**config.mk**
```make
export PLATFORM = sky130hd
export DESIGN_NAME = csci_top
export DESIGN_NICKNAME = d
export VERILOG_FILES = /design/src/hw/csci_pkg.sv /design/src/hw/csci_top.sv /design/src/hw/csci_edge_sync.sv /design/src/hw/csci_frame_count.sv
export SDC_FILE = /design/constraint.sdc
export NUM_CORES = 1
export LEC_CHECK = 0
export ABC_AREA = 0
export BUFFER_PORTS_ARGS = -buffer_cell sky130_fd_sc_hd__clkbuf_2
export CAP_MARGIN = 20
export CORE_MARGIN = 1
export CORE_UTILIZATION = 53
export CTS_BUF_LIST = sky130_fd_sc_hd__clkbuf_16
export CTS_CLUSTER_DIAMETER = 150
export CTS_CLUSTER_SIZE = 10
export DETAILED_ROUTE_END_ITERATION = 12
export GPL_TIMING_DRIVEN = 0
export PLACE_DENSITY = 0.77
export RECOVER_POWER = 100
export SYNTH_ARGS = -nofsm -noshare
export SYNTH_HDL_FRONTEND = slang
export SYNTH_HIERARCHICAL = 1
export SYNTH_SLANG_ARGS = --single-unit
```
**constraint.sdc**
```tcl
create_clock -name clock_in -period 2.2 [get_ports clock_in]
set_input_delay 0.11 -clock clock_in [delete_from_list [all_inputs] [get_ports clock_in]]
set_output_delay 0.11 -clock clock_in [all_outputs]
set_load 0.05 [all_outputs]
```
**src/hw/csci_pkg.sv**
```systemverilog
/*
 * Constants shared by the static configuration block of the radio link
 * physical layer: rate codes, register map, reset values and timer counts.
 * Assumes a single 125 MHz core clock and a synchronous active-low reset.
 */
// How it works
// RULE_01: Limit select caps highest negotiated line rate
// RULE_02: Rising standby force sends startup to Standby
// RULE_03: SERDES rate select gives transceiver line rate
// RULE_04: Fast C&M pointer kept within 0..63
// RULE_05: Each HDLC enable offers one candidate rate
// RULE_06: Auto-advance lets master update frame numbers
// RULE_07: Hyperframe seed fills words or loads counter
// RULE_08: Node-frame seed fills words or loads counter
// RULE_09: Enabled sync pulse clears hyperframe index
// RULE_10: Enabled sync pulse clears node-frame index
// RULE_11: Fast-timer test input shortens internal timer
// RULE_12: Role select: zero RE, one REC
// RULE_13: Build option fixes Ethernet mode, default 100M
// RULE_14: Only low-latency build is supported
// RULE_15: Reconfig request until outside reports new rate
// RULE_16: Standby force registered, edge by sample compare
package csci_pkg;
	localparam logic [1:0] RATE_614 = 2'h0;
	localparam logic [1:0] RATE_1228 = 2'h1;
	localparam logic [1:0] RATE_2457 = 2'h2;
	localparam logic [1:0] RATE_3072 = 2'h3;

	localparam logic [1:0] ETH_SERIAL = 2'h0;
	localparam logic [1:0] ETH_MATCHED = 2'h1;
	localparam logic [1:0] ETH_FIXED100 = 2'h2;

	localparam logic [7:0] PTR_MAX = 8'h3f;
	localparam logic [7:0] HFN_RST = 8'h00;
	localparam logic [11:0] NFN_RST = 12'h000;
	localparam logic [11:0] NFN_LAST = 12'hfff;
	localparam logic AUTO_RST = 1'b1;

	localparam logic [7:0] REG_CTRL = 8'h00;
	localparam logic [7:0] REG_STATUS = 8'h04;
	localparam logic [7:0] REG_FRAME = 8'h08;
	localparam logic [7:0] REG_STBY_CNT = 8'h0c;
	localparam int CTRL_STBY_BIT = 0;
	localparam logic [1:0] CTRL_RATE_RST = 2'h3;

	localparam int CLK_PERIOD_NS = 8;
	localparam int TIMER_NORMAL_NS = 1000000;
	localparam int TIMER_NORMAL_CYCLES = TIMER_NORMAL_NS / CLK_PERIOD_NS;
	localparam int TIMER_TEST_DIV = 64;
	localparam int HFN_PER_NFN = 150;

	typedef enum logic [0:0] {
		RC_IDLE = 1'b0,
		RC_WAIT = 1'b1
	} csci_reconf_e;
endpackage : csci_pkg

```
**src/hw/csci_top.sv**
```systemverilog
/*
 * Configuration input stage of the radio link physical layer: rate capping,
 * standby force, pointer, HDLC candidates, frame numbering, test timer, role,
 * and a small register port. Assumes configuration pins come from user logic
 * and the register master follows the one-cycle strobe protocol.
 */
`timescale 1ns/1ps
module csci_top #(
	parameter bit THREE_G = 1'b0,
	parameter logic [1:0] ETH_MODE = csci_pkg::ETH_FIXED100,
	parameter bit LOW_LATENCY = 1'b1,
	parameter int TIMER_CYCLES = csci_pkg::TIMER_NORMAL_CYCLES,
	parameter int HFN_WRAP = csci_pkg::HFN_PER_NFN
) (
	input wire logic clock_in,
	input wire logic reset_n_in,
	input wire logic [1:0] line_rate_limit_in,
	input wire logic startup_standby_force_in,
	input wire logic [1:0] serdes_rate_in,
	input wire logic [1:0] serdes_rate_report_in,
	input wire logic [7:0] fast_cm_pointer_in,
	input wire logic hdlc_240_en_in,
	input wire logic hdlc_480_en_in,
	input wire logic hdlc_960_en_in,
	input wire logic hdlc_1920_en_in,
	input wire logic hdlc_2400_en_in,
	input wire logic frame_auto_advance_in,
	input wire logic [7:0] hfn_seed_in,
	input wire logic [11:0] nfn_seed_in,
	input wire logic sync_clears_hfn_in,
	input wire logic sync_clears_nfn_in,
	input wire logic tx_frame_sync_in,
	input wire logic tx_hyperframe_tick_in,
	input wire logic fast_timer_test_in,
	input wire logic master_role_sel_in,
	input wire logic [7:0] reg_addr_in,
	input wire logic [31:0] reg_wdata_in,
	input wire logic reg_write_in,
	input wire logic reg_read_in,
	output logic [31:0] reg_rdata_out,
	output logic [1:0] line_rate_out,
	output logic serdes_reconfig_out,
	output logic standby_force_out,
	output logic [7:0] fast_cm_pointer_out,
	output logic [4:0] hdlc_candidates_out,
	output logic [2:0] hdlc_max_out,
	output logic [7:0] tx_hfn_out,
	output logic [11:0] tx_nfn_out,
	output logic timer_tick_out,
	output logic master_role_out,
	output logic [1:0] eth_mode_out
);
	localparam int TEST_CYCLES = TIMER_CYCLES / csci_pkg::TIMER_TEST_DIV;
	localparam logic [31:0] NORMAL_LOAD = 32'(TIMER_CYCLES - 1);
	localparam logic [31:0] TEST_LOAD = 32'(((TEST_CYCLES < 1) ? 1 : TEST_CYCLES) - 1);

	// Rate code supported by this build; code 3 folds to 2 without 3G
	function automatic logic [1:0] csci_fold(input logic [1:0] code);
		if (code == csci_pkg::RATE_3072 && !THREE_G) begin
			return csci_pkg::RATE_2457;
		end
		return code;
	endfunction : csci_fold

	logic stby_level;
	logic stby_rise;
	logic [7:0] hfn_cnt;
	logic [11:0] nfn_cnt;

	logic [1:0] ctrl_rate_reg;
	logic [1:0] ctrl_rate_next;
	logic [15:0] stby_cnt_reg;
	logic [15:0] stby_cnt_next;
	logic stby_out_reg;
	logic stby_out_next;
	logic [31:0] rdata_reg;
	logic [31:0] rdata_next;

	csci_edge_sync u_stby_sync (
		.clock_in(clock_in),
		.reset_n_in(reset_n_in),
		.level_in(startup_standby_force_in),
		.level_out(stby_level),
		.rise_out(stby_rise)
	);

	// Only the master numbers its own frames
	csci_frame_count #(
		.HFN_WRAP(HFN_WRAP)
	) u_frames (
		.clock_in(clock_in),
		.reset_n_in(reset_n_in),
		.advance_in(frame_auto_advance_in & master_role_sel_in), // [RULE_06]
		.tick_in(tx_hyperframe_tick_in),
		.sync_in(tx_frame_sync_in),
		.clr_hfn_en_in(sync_clears_hfn_in),
		.clr_nfn_en_in(sync_clears_nfn_in),
		.hfn_seed_in(hfn_seed_in),
		.nfn_seed_in(nfn_seed_in),
		.hfn_out(hfn_cnt),
		.nfn_out(nfn_cnt)
	);

	// Rate negotiation: target is software choice capped by the folded limit
	logic [1:0] target_rate;
	logic [1:0] cap_rate;
	always_comb begin
		cap_rate = csci_fold(line_rate_limit_in); // [RULE_01]
		target_rate = (ctrl_rate_reg < cap_rate) ? ctrl_rate_reg : cap_rate;
	end

	csci_pkg::csci_reconf_e rc_reg;
	csci_pkg::csci_reconf_e rc_next;
	logic reconf_reg;
	logic reconf_next;
	logic [1:0] rate_reg;
	logic [1:0] rate_next;

	always_comb begin
		rc_next = rc_reg;
		reconf_next = reconf_reg;
		rate_next = rate_reg;
		unique case (rc_reg)
			csci_pkg::RC_IDLE: begin
				if (csci_fold(serdes_rate_in) != target_rate) begin // [RULE_03]
					rc_next = csci_pkg::RC_WAIT;
					reconf_next = 1'b1; // [RULE_15]
				end else begin
					rate_next = target_rate;
				end
			end
			csci_pkg::RC_WAIT: begin
				// Held until the outside logic reports the new rate
				if (csci_fold(serdes_rate_report_in) == target_rate) begin // [RULE_15]
					rc_next = csci_pkg::RC_IDLE;
					reconf_next = 1'b0;
					rate_next = target_rate;
				end
			end
		endcase
	end

	always_ff @(posedge clock_in) begin
		if (!reset_n_in) begin
			rc_reg <= csci_pkg::RC_IDLE;
			reconf_reg <= 1'b0;
			rate_reg <= csci_pkg::RATE_614;
		end else begin
			rc_reg <= rc_next;
			reconf_reg <= reconf_next;
			rate_reg <= rate_next;
		end
	end

	// Test timer; the test load is a fraction so startup runs quickly
	logic [31:0] timer_reg;
	logic [31:0] timer_next;
	logic tick_reg;
	logic tick_next;

	always_comb begin
		tick_next = 1'b0;
		if (timer_reg == 32'h0) begin
			timer_next = fast_timer_test_in ? TEST_LOAD : NORMAL_LOAD; // [RULE_11]
			tick_next = 1'b1;
		end else if (fast_timer_test_in && timer_reg > TEST_LOAD) begin
			timer_next = TEST_LOAD; // [RULE_11]
		end else begin
			timer_next = timer_reg - 32'h1;
		end
	end

	always_ff @(posedge clock_in) begin
		if (!reset_n_in) begin
			timer_reg <= 32'h0;
			tick_reg <= 1'b0;
		end else begin
			timer_reg <= timer_next;
			tick_reg <= tick_next;
		end
	end

	// Static pins: pointer, HDLC candidates and highest candidate, role
	logic [7:0] ptr_reg;
	logic [7:0] ptr_next;
	logic [4:0] hdlc_reg;
	logic [4:0] hdlc_next;
	logic [2:0] hmax_reg;
	logic [2:0] hmax_next;
	logic role_reg;
	logic role_next;

	always_comb begin
		// Out-of-range pointer is clamped, never sent as is
		ptr_next = (fast_cm_pointer_in > csci_pkg::PTR_MAX) ? csci_pkg::PTR_MAX
			: fast_cm_pointer_in; // [RULE_04]
		hdlc_next = {hdlc_2400_en_in, hdlc_1920_en_in, hdlc_960_en_in,
			hdlc_480_en_in, hdlc_240_en_in}; // [RULE_05]
		hmax_next = 3'h0;
		for (int i = 0; i < 5; i++) begin
			if (hdlc_next[i]) begin
				hmax_next = 3'(i + 1); // [RULE_05]
			end
		end
		role_next = master_role_sel_in; // [RULE_12]
	end

	always_ff @(posedge clock_in) begin
		if (!reset_n_in) begin
			ptr_reg <= 8'h00;
			hdlc_reg <= 5'h00;
			hmax_reg <= 3'h0;
			role_reg <= 1'b0;
		end else begin
			ptr_reg <= ptr_next;
			hdlc_reg <= hdlc_next;
			hmax_reg <= hmax_next;
			role_reg <= role_next;
		end
	end

	// Register port and standby force
	always_comb begin
		ctrl_rate_next = ctrl_rate_reg;
		stby_cnt_next = stby_cnt_reg;
		stby_out_next = stby_rise; // [RULE_02]
		rdata_next = 32'h0;
		if (stby_rise) begin
			stby_cnt_next = stby_cnt_reg + 16'h1;
		end
		if (reg_write_in && reg_addr_in == csci_pkg::REG_CTRL) begin
			ctrl_rate_next = reg_wdata_in[2:1];
			stby_out_next = stby_rise | reg_wdata_in[csci_pkg::CTRL_STBY_BIT];
		end
		if (reg_read_in) begin
			unique case (reg_addr_in)
				csci_pkg::REG_CTRL: rdata_next = {29'h0, ctrl_rate_reg, 1'b0};
				csci_pkg::REG_STATUS: rdata_next = {19'h0, LOW_LATENCY, ETH_MODE,
					stby_level, role_reg, reconf_reg, hmax_reg, cap_rate, rate_reg};
				csci_pkg::REG_FRAME: rdata_next = {12'h0, nfn_cnt, hfn_cnt};
				csci_pkg::REG_STBY_CNT: rdata_next = {16'h0, stby_cnt_reg};
				default: rdata_next = 32'h0;
			endcase
		end
	end

	always_ff @(posedge clock_in) begin
		if (!reset_n_in) begin
			ctrl_rate_reg <= csci_pkg::CTRL_RATE_RST;
			stby_cnt_reg <= 16'h0;
			stby_out_reg <= 1'b0;
			rdata_reg <= 32'h0;
		end else begin
			ctrl_rate_reg <= ctrl_rate_next;
			stby_cnt_reg <= stby_cnt_next;
			stby_out_reg <= stby_out_next;
			rdata_reg <= rdata_next;
		end
	end

	logic [7:0] hfn_o_reg;
	logic [11:0] nfn_o_reg;
	always_ff @(posedge clock_in) begin
		if (!reset_n_in) begin
			hfn_o_reg <= csci_pkg::HFN_RST;
			nfn_o_reg <= csci_pkg::NFN_RST;
		end else begin
			hfn_o_reg <= hfn_cnt;
			nfn_o_reg <= nfn_cnt;
		end
	end

	assign reg_rdata_out = rdata_reg;
	assign line_rate_out = rate_reg;
	assign serdes_reconfig_out = reconf_reg;
	assign standby_force_out = stby_out_reg;
	assign fast_cm_pointer_out = ptr_reg;
	assign hdlc_candidates_out = hdlc_reg;
	assign hdlc_max_out = hmax_reg;
	assign tx_hfn_out = hfn_o_reg;
	assign tx_nfn_out = nfn_o_reg;
	assign timer_tick_out = tick_reg;
	assign master_role_out = role_reg;
	assign eth_mode_out = ETH_MODE; // [RULE_13]
endmodule : csci_top

```
**src/hw/csci_edge_sync.sv**
```systemverilog
/*
 * Three-stage sampler with rising-edge detection on the agreed level.
 * Assumes the input may come from any domain; output is four clocks late at least.
 */
`timescale 1ns/1ps
module csci_edge_sync (
	input wire logic clock_in,
	input wire logic reset_n_in,
	input wire logic level_in,
	output logic level_out,
	output logic rise_out
);
	logic [2:0] stage_reg;
	logic [2:0] stage_next;
	logic level_reg;
	logic level_next;
	logic rise_reg;
	logic rise_next;

	always_comb begin
		stage_next = {stage_reg[1:0], level_in};
		level_next = level_reg;
		rise_next = 1'b0;
		// Stage one is read only by stage two
		if (stage_reg[1] == stage_reg[2]) begin
			level_next = stage_reg[2];
			rise_next = stage_reg[2] & ~level_reg; // [RULE_16]
		end
	end

	always_ff @(posedge clock_in) begin
		if (!reset_n_in) begin
			stage_reg <= 3'h0;
			level_reg <= 1'b0;
			rise_reg <= 1'b0;
		end else begin
			stage_reg <= stage_next;
			level_reg <= level_next;
			rise_reg <= rise_next;
		end
	end

	assign level_out = level_reg;
	assign rise_out = rise_reg;
endmodule : csci_edge_sync

```
**src/hw/csci_frame_count.sv**
```systemverilog
/*
 * Transmit hyperframe and node-frame numbering with seed load and sync clear.
 * Assumes tick and sync are one-cycle pulses from logic on the same clock.
 */
`timescale 1ns/1ps
module csci_frame_count #(
	parameter int HFN_WRAP = csci_pkg::HFN_PER_NFN
) (
	input wire logic clock_in,
	input wire logic reset_n_in,
	input wire logic advance_in,
	input wire logic tick_in,
	input wire logic sync_in,
	input wire logic clr_hfn_en_in,
	input wire logic clr_nfn_en_in,
	input wire logic [7:0] hfn_seed_in,
	input wire logic [11:0] nfn_seed_in,
	output logic [7:0] hfn_out,
	output logic [11:0] nfn_out
);
	localparam logic [7:0] HFN_LAST = 8'(HFN_WRAP - 1);
	logic [7:0] hfn_reg;
	logic [7:0] hfn_next;
	logic [11:0] nfn_reg;
	logic [11:0] nfn_next;

	always_comb begin
		hfn_next = hfn_reg;
		nfn_next = nfn_reg;
		if (!advance_in) begin
			// Seeds drive the words; also preload for the next advance
			hfn_next = hfn_seed_in; // [RULE_07]
			nfn_next = nfn_seed_in; // [RULE_08]
		end else begin
			if (tick_in) begin
				if (hfn_reg == HFN_LAST) begin
					hfn_next = csci_pkg::HFN_RST;
					nfn_next = (nfn_reg == csci_pkg::NFN_LAST) ? csci_pkg::NFN_RST
						: nfn_reg + 12'h001;
				end else begin
					hfn_next = hfn_reg + 8'h01;
				end
			end
			// Sync beats the tick for an enabled index
			if (sync_in && clr_hfn_en_in) begin
				hfn_next = csci_pkg::HFN_RST; // [RULE_09]
			end
			if (sync_in && clr_nfn_en_in) begin
				nfn_next = csci_pkg::NFN_RST; // [RULE_10]
			end
		end
	end

	always_ff @(posedge clock_in) begin
		if (!reset_n_in) begin
			hfn_reg <= csci_pkg::HFN_RST;
			nfn_reg <= csci_pkg::NFN_RST;
		end else begin
			hfn_reg <= hfn_next;
			nfn_reg <= nfn_next;
		end
	end

	assign hfn_out = hfn_reg;
	assign nfn_out = nfn_reg;
endmodule : csci_frame_count

```
Word-level counts from Yosys, hierarchy flattened
Index checks and enable logic that the tools add are counted.
{"block": "classes", "addsub": 4, "multipliers": 0, "div": 0, "n_lt_le_gt_ge": 3, "n_eq_ne": 17, "n_shift": 0, "mux": 44, "n_bitwise": 6, "reduce_logical": 13}
{"op": "$pmux 20 s4", "n": 1}
{"op": "$mux 32", "n": 2}
{"op": "$mux 12", "n": 5}
{"op": "$gt 32x11->1 const B", "n": 1}
{"op": "$logic_not 32->1", "n": 1}
{"op": "$mux 8", "n": 4}
{"op": "$sub 32x1->32 const B", "n": 1}
{"op": "$mux 2", "n": 11}
{"op": "$mux 17", "n": 1}
{"op": "$add 16x1->16 const B", "n": 1}
{"op": "$eq 8x4->1 const B", "n": 2}
{"op": "$add 12x1->12 const B", "n": 1}
{"op": "$eq 12x12->1 const B", "n": 1}
{"op": "$mux 1", "n": 12}
{"op": "$mux 3", "n": 4}
{"op": "$reduce_and 2->1", "n": 5}
{"op": "$ne 3x3->1 const B", "n": 3}
{"op": "$add 8x1->8 const B", "n": 1}
{"op": "$eq 8x3->1 const B", "n": 1}
{"op": "$eq 8x8->1 const B", "n": 1}
{"op": "$gt 8x6->1 const B", "n": 1}
{"op": "$logic_not 8->1", "n": 1}
{"op": "$eq 2x2->1 const B", "n": 3}
{"op": "$mux 6", "n": 1}
{"op": "other kinds (14)", "n": 22}
{"block": "word_totals", "register_bits": 150, "latch_bits": 0, "mem_bits_rw": 0, "rom_bits": 0, "input_bits": 91, "elab_cells": 109, "mem_count": 0}

Depth between registers and ports, before layout
{"block": "logic_depth", "word_depth": 8, "ltp_mapped": 9}

Modules after synthesis
Netlist, hierarchy kept.
{"module": "csci_top", "instances": 1, "cells_per_inst": 477, "area_per_inst_um2": 4601.9, "seq_area_each_um2": 2262.2}
{"module": "csci_frame_count", "instances": 1, "cells_per_inst": 182, "area_per_inst_um2": 1417.6, "seq_area_each_um2": 400.4}
{"module": "csci_edge_sync", "instances": 1, "cells_per_inst": 12, "area_per_inst_um2": 148.9, "seq_area_each_um2": 100.1}

Worst setup path after synthesis
No wires, ideal clock.
{"block": "synth_path", "path_type": "register to register", "start": "reg ctrl_rate_reg[1]", "end": "reg rate_reg[0], in the netlist line_rate_out[0]", "setup_time_ps": 72, "arrival_time_ps": 1739, "path_slack_ps": 390, "stages_incl_launch_ff": 8, "path_buffers": 0, "synth_period_minus_slack_ps": 1810, "path_cell_list": "dfxtp_1 > ha_1 > nor2b_1 > o22ai_2 > xnor2_1 > or3_1 > a31oi_2 > mux2i_1"}
{"block": "synth_via", "elab_chain_cells": 5, "word_cells_on_any_way": 10, "cone_classes": "order compare: 1; eq/ne: 4; mux: 4; reduce/logical: 1"}
{"element": "start: declaration", "line_no": "csci_top.sv:70", "source": "logic [1:0] ctrl_rate_reg;"}
{"element": "start signal: assignment", "line_no": "csci_top.sv:249", "source": "ctrl_rate_reg <= csci_pkg::CTRL_RATE_RST;"}
{"element": "start signal: assignment", "line_no": "csci_top.sv:254", "source": "ctrl_rate_reg <= ctrl_rate_next;"}
{"element": "$lt 2x2->1", "line_no": "csci_top.sv:109", "source": "target_rate = (ctrl_rate_reg < cap_rate) ? ctrl_rate_reg : cap_rate;"}
{"element": "$mux 2 (*)", "line_no": "csci_top.sv:109"}
{"element": "$ne 2x2->1 or $eq 2x2->1 (tied branches)", "line_no": "csci_top.sv:125, csci_top.sv:134"}
{"element": "$ne 2x2->1 (no source line) or $ne 2x1->1 (tied branches)"}
{"element": "$reduce_and 2->1 (no source line)"}
{"element": "end signal: assignment", "line_no": "csci_top.sv:147", "source": "rate_reg <= csci_pkg::RATE_614;"}
{"element": "end signal: assignment", "line_no": "csci_top.sv:151", "source": "rate_reg <= rate_next;"}
{"element": "end: declaration", "line_no": "csci_top.sv:116", "source": "logic [1:0] rate_reg;"}
Mark *: on every way between the ends. The rest lies on a longest branch, timed or not. The select of a mux whose other input is x is not followed.
A chain may end at the register's enable or synchronous reset.

Worst setup path after layout
{"block": "layout_path", "start": "reg u_frames.hfn_reg[3], in the netlist u_frames/hfn_out[3]", "end": "reg u_frames.hfn_reg[3], in the netlist u_frames/hfn_out[3]"}
{"block": "layout_via", "elab_chain_cells": 5, "word_cells_on_any_way": 6, "cone_classes": "add/sub: 1; eq/ne: 1; mux: 4"}
{"element": "start: declaration", "line_no": "csci_frame_count.sv:22", "source": "logic [7:0] hfn_reg;"}
{"element": "start signal: assignment", "line_no": "csci_frame_count.sv:56", "source": "hfn_reg <= csci_pkg::HFN_RST;"}
{"element": "start signal: assignment", "line_no": "csci_frame_count.sv:59", "source": "hfn_reg <= hfn_next;"}
{"element": "$add 8x1->8 or $eq 8x8->1 (tied branches)", "line_no": "csci_frame_count.sv:41, csci_frame_count.sv:36"}
{"element": "$mux 8 (*)", "line_no": "csci_frame_count.sv:36", "source": "if (hfn_reg == HFN_LAST) begin"}
{"element": "$mux 8 (*)", "line_no": "csci_frame_count.sv:35", "source": "if (tick_in) begin"}
{"element": "$mux 8 (*)", "line_no": "csci_frame_count.sv:45", "source": "if (sync_in && clr_hfn_en_in) begin"}
{"element": "$mux 8 (*)", "line_no": "csci_frame_count.sv:30", "source": "if (!advance_in) begin"}
Marked as above.

==> metrics <==
DRC marker count from the first detailed-route iteration=roughly 390; initial core utilization=54.3%; count of different cell masters after synthesis=77; flip-flop count of the largest register, all copies and words added=32; Setup crit start kind=register; post-synth top area share=44.8%; area of the die=12,100 um^2; final std cells w/o fill=1,010; DRT antenna net count=0; synthesized area per cell=just over 9 um^2; weighted congestion reported at the end of routability-driven placement=0.868; most common library cells after synthesis=sky130_fd_sc_hd__dfxtp_1 (138), sky130_fd_sc_hd__nor2_1 (88), sky130_fd_sc_hd__nand2_1 (54); Horiz. Die Dim=110 um; Post-Route Setup TNS=0 ps; post-synthesis instance area=6170 um^2; required time of the worst setup path=about 2500 ps; number of H-tree levels=4; clock buffers created by TritonCTS=17; clock root buffer master=sky130_fd_sc_hd__clkbuf_16; worst hold path type=primary input to register; cell with the most instances after synthesis=sky130_fd_sc_hd__dfxtp_1; final-report max-slew violation count=0; vias in the first global route=5,228; Max Cap Violations=0; Crit Path Category=register to register; final setup violation count=0; share of cells above drive strength 1=between 10% and 20%; Final Net Count=953; cell total after placement=950; final hold vios=0; share of synthesized area occupied by flip-flops and latches=44.8%; DRC violations left=0; Placeable Area=11,400 um^2; global-route congestion overflow total=0; worst-case clock skew=just over 7 ps; cell leakage power=0.00307 uW; Skew-Pair Late Insertion Delay=about 420 ps; wire length per cell after detailed routing=15.7 um; crit path DAT=roughly 2400 ps; post-CTS setup repair buffer count=0; relative area change from synthesis to final layout=26.8%; Worst setup EP type=register; HPWL reported at the end of detailed placement=11,100 um; largest driver fanout on the critical path=10; final critical-path required period=2100 ps; Initial DRT Pass Iterations=5; via count normalized by instance count=5.50; unrepaired setup endpoints after global routing=no; ratio of final minimum period to clock period=95.3%; worst supply voltage drop on vdd=1.05 mV; register bit total from synthesis=about 140; result of the run=complete, no violations; post-synth top area cell=sky130_fd_sc_hd__dfxtp_1; proportion of synthesized flip-flops having asynchronous set or reset=0%; antenna cell count=0; total of buffers placed on input and output ports=~120; aggregate routed wire length=15,800 um; normalized max-slew margin=54.1%; maximum number of pins on one net before global-route repair=17; routed via count=5,554; global-route usage over all layers=between 20% and 30%; Clock Path Buffers=2; clock transition at the registers of the reported paths=roughly 60 ps; primary flip-flop cell chosen by synthesis mapping=sky130_fd_sc_hd__dfxtp_1; count of boundary I/O pins=about 170; total clock sinks=138; initial antenna violation count=0; yosys synthesis warning count=6; worst-margin pin slew=689 ps; clock tree from TritonCTS=done; wire length of the first global-routing pass=24,600 um; Vert. Die Dim=110 um; synthesized netlist cell count=671; # rows=39; Synth area leaders=sky130_fd_sc_hd__dfxtp_1 (45%), sky130_fd_sc_hd__nor2_1 (5.4%), sky130_fd_sc_hd__xor2_1 (4.0%); maximum frequency from static timing analysis=0.477 GHz; final hold slack=41.8 ps; Power per Cell Area=~1100 nW/um^2; count of flip-flops with a built-in enable after synthesis=0
layer usage:
| metal | track usage [%] | part of all wire, % |
|---|---|---|
| met4 | 12.2 | 2.5 |
| met3 | 6.58 | 6.7 |
| met2 | 45.0 | 49 |
| met5 | 0 | 0 |
| met1 | 32.0 | 42 |
what timing repair did:
item,in CTS,in global routing
hold buffers,29,0
hold endpoints to repair,29,0
gates resized for setup,0,2
endpoints found under the setup margin,0,17
path summary, 6_finish.rpt:
path / start / end / slack, ps / depth (start not counted)
setup / recovery: u_frames/hfn_out[3] / u_frames/hfn_out[3] / 100 / 4
hold / removal: reg_read_in / reg_rdata_out[2] / 40 / 3
setup reg to reg: u_frames/hfn_out[3] / u_frames/hfn_out[3] / 100 / 4
hold reg to reg: u_stby_sync/stage_reg[0] / u_stby_sync/stage_reg[1] / 450 / 1
where the power goes:
part | internal [uW] | switching, uW | total, uW
clock network | 1780 | 1110 | 2890
registers | 2780 | 319 | 3100
logic | 1030 | 1530 | 2560
cells in the final DEF (no fill, tap or decap), types with 13 or more instances in the layout:
cell | synthesis | final
sky130_fd_sc_hd__nand2_1 | 54 | 54
sky130_fd_sc_hd__conb_1 | 2 | 16
sky130_fd_sc_hd__clkbuf_16 | 0 | 17
sky130_fd_sc_hd__xor2_1 | 28 | 28
sky130_fd_sc_hd__o21ai_0 | 20 | 20
sky130_fd_sc_hd__xnor2_1 | 19 | 19
sky130_fd_sc_hd__clkbuf_1 | 20 | 84
sky130_fd_sc_hd__inv_1 | 16 | 16
sky130_fd_sc_hd__and2_0 | 0 | 17
sky130_fd_sc_hd__nand3_1 | 25 | 25
sky130_fd_sc_hd__nor2_1 | 88 | 88
sky130_fd_sc_hd__buf_4 | 14 | 14
sky130_fd_sc_hd__dfxtp_1 | 138 | 138
sky130_fd_sc_hd__a21oi_1 | 31 | 31
sky130_fd_sc_hd__nand4_1 | 13 | 13
sky130_fd_sc_hd__clkbuf_2 | 0 | 61
sky130_fd_sc_hd__dlygate4sd3_1 | 0 | 29
through the flow:
stage	cell area (um^2)	worst slack [ps]	power, uW	utilization (%)
4_1_cts	7900	141	8570	69.5
2_1_floorplan	6220	390	5080	-
3_5_place_dp	7010	187	5630	61.7
3_3_place_gp	7010	236	5540	61.7
5_1_grt	7820	41.4	8970	68.8
6_report	7820	103	8550	68.8
worst max-delay path: stages (launching register included):
cell and delay [ps]:
sky130_fd_sc_hd__dfxtp_1 440, sky130_fd_sc_hd__or4b_1 670, sky130_fd_sc_hd__o21ai_1 410, sky130_fd_sc_hd__o21ai_0 170, sky130_fd_sc_hd__a32o_1 290
cell families after synthesis:
logic type,share of synthesized area (%)
and+or+nand+nor,25.3
DFF,44.8
AOI/OAI and AO/OA,13.1
buffers and inverters,4.73
xor gates and xnor gates,6.67
muxes,3.63
adders and majority gates,1.62
other,0.122
cell type report:
| cell class | instances | area, um^2 |
|---|---|---|
| Multi-Input combinational cell | 488 | 3170 |
| Sequential cell | 138 | 2760 |
| Clock buffer | 17 | 425 |
| Clock inverter | 15 | 176 |
| Buffer | 41 | 221 |
| Timing Repair Buffer | 151 | 823 |
| Tap cell | 143 | 179 |
| Inverter | 17 | 67.6 |
| Fill cell | 939 | 3550 |
Power figures use the tool's default switching activity.
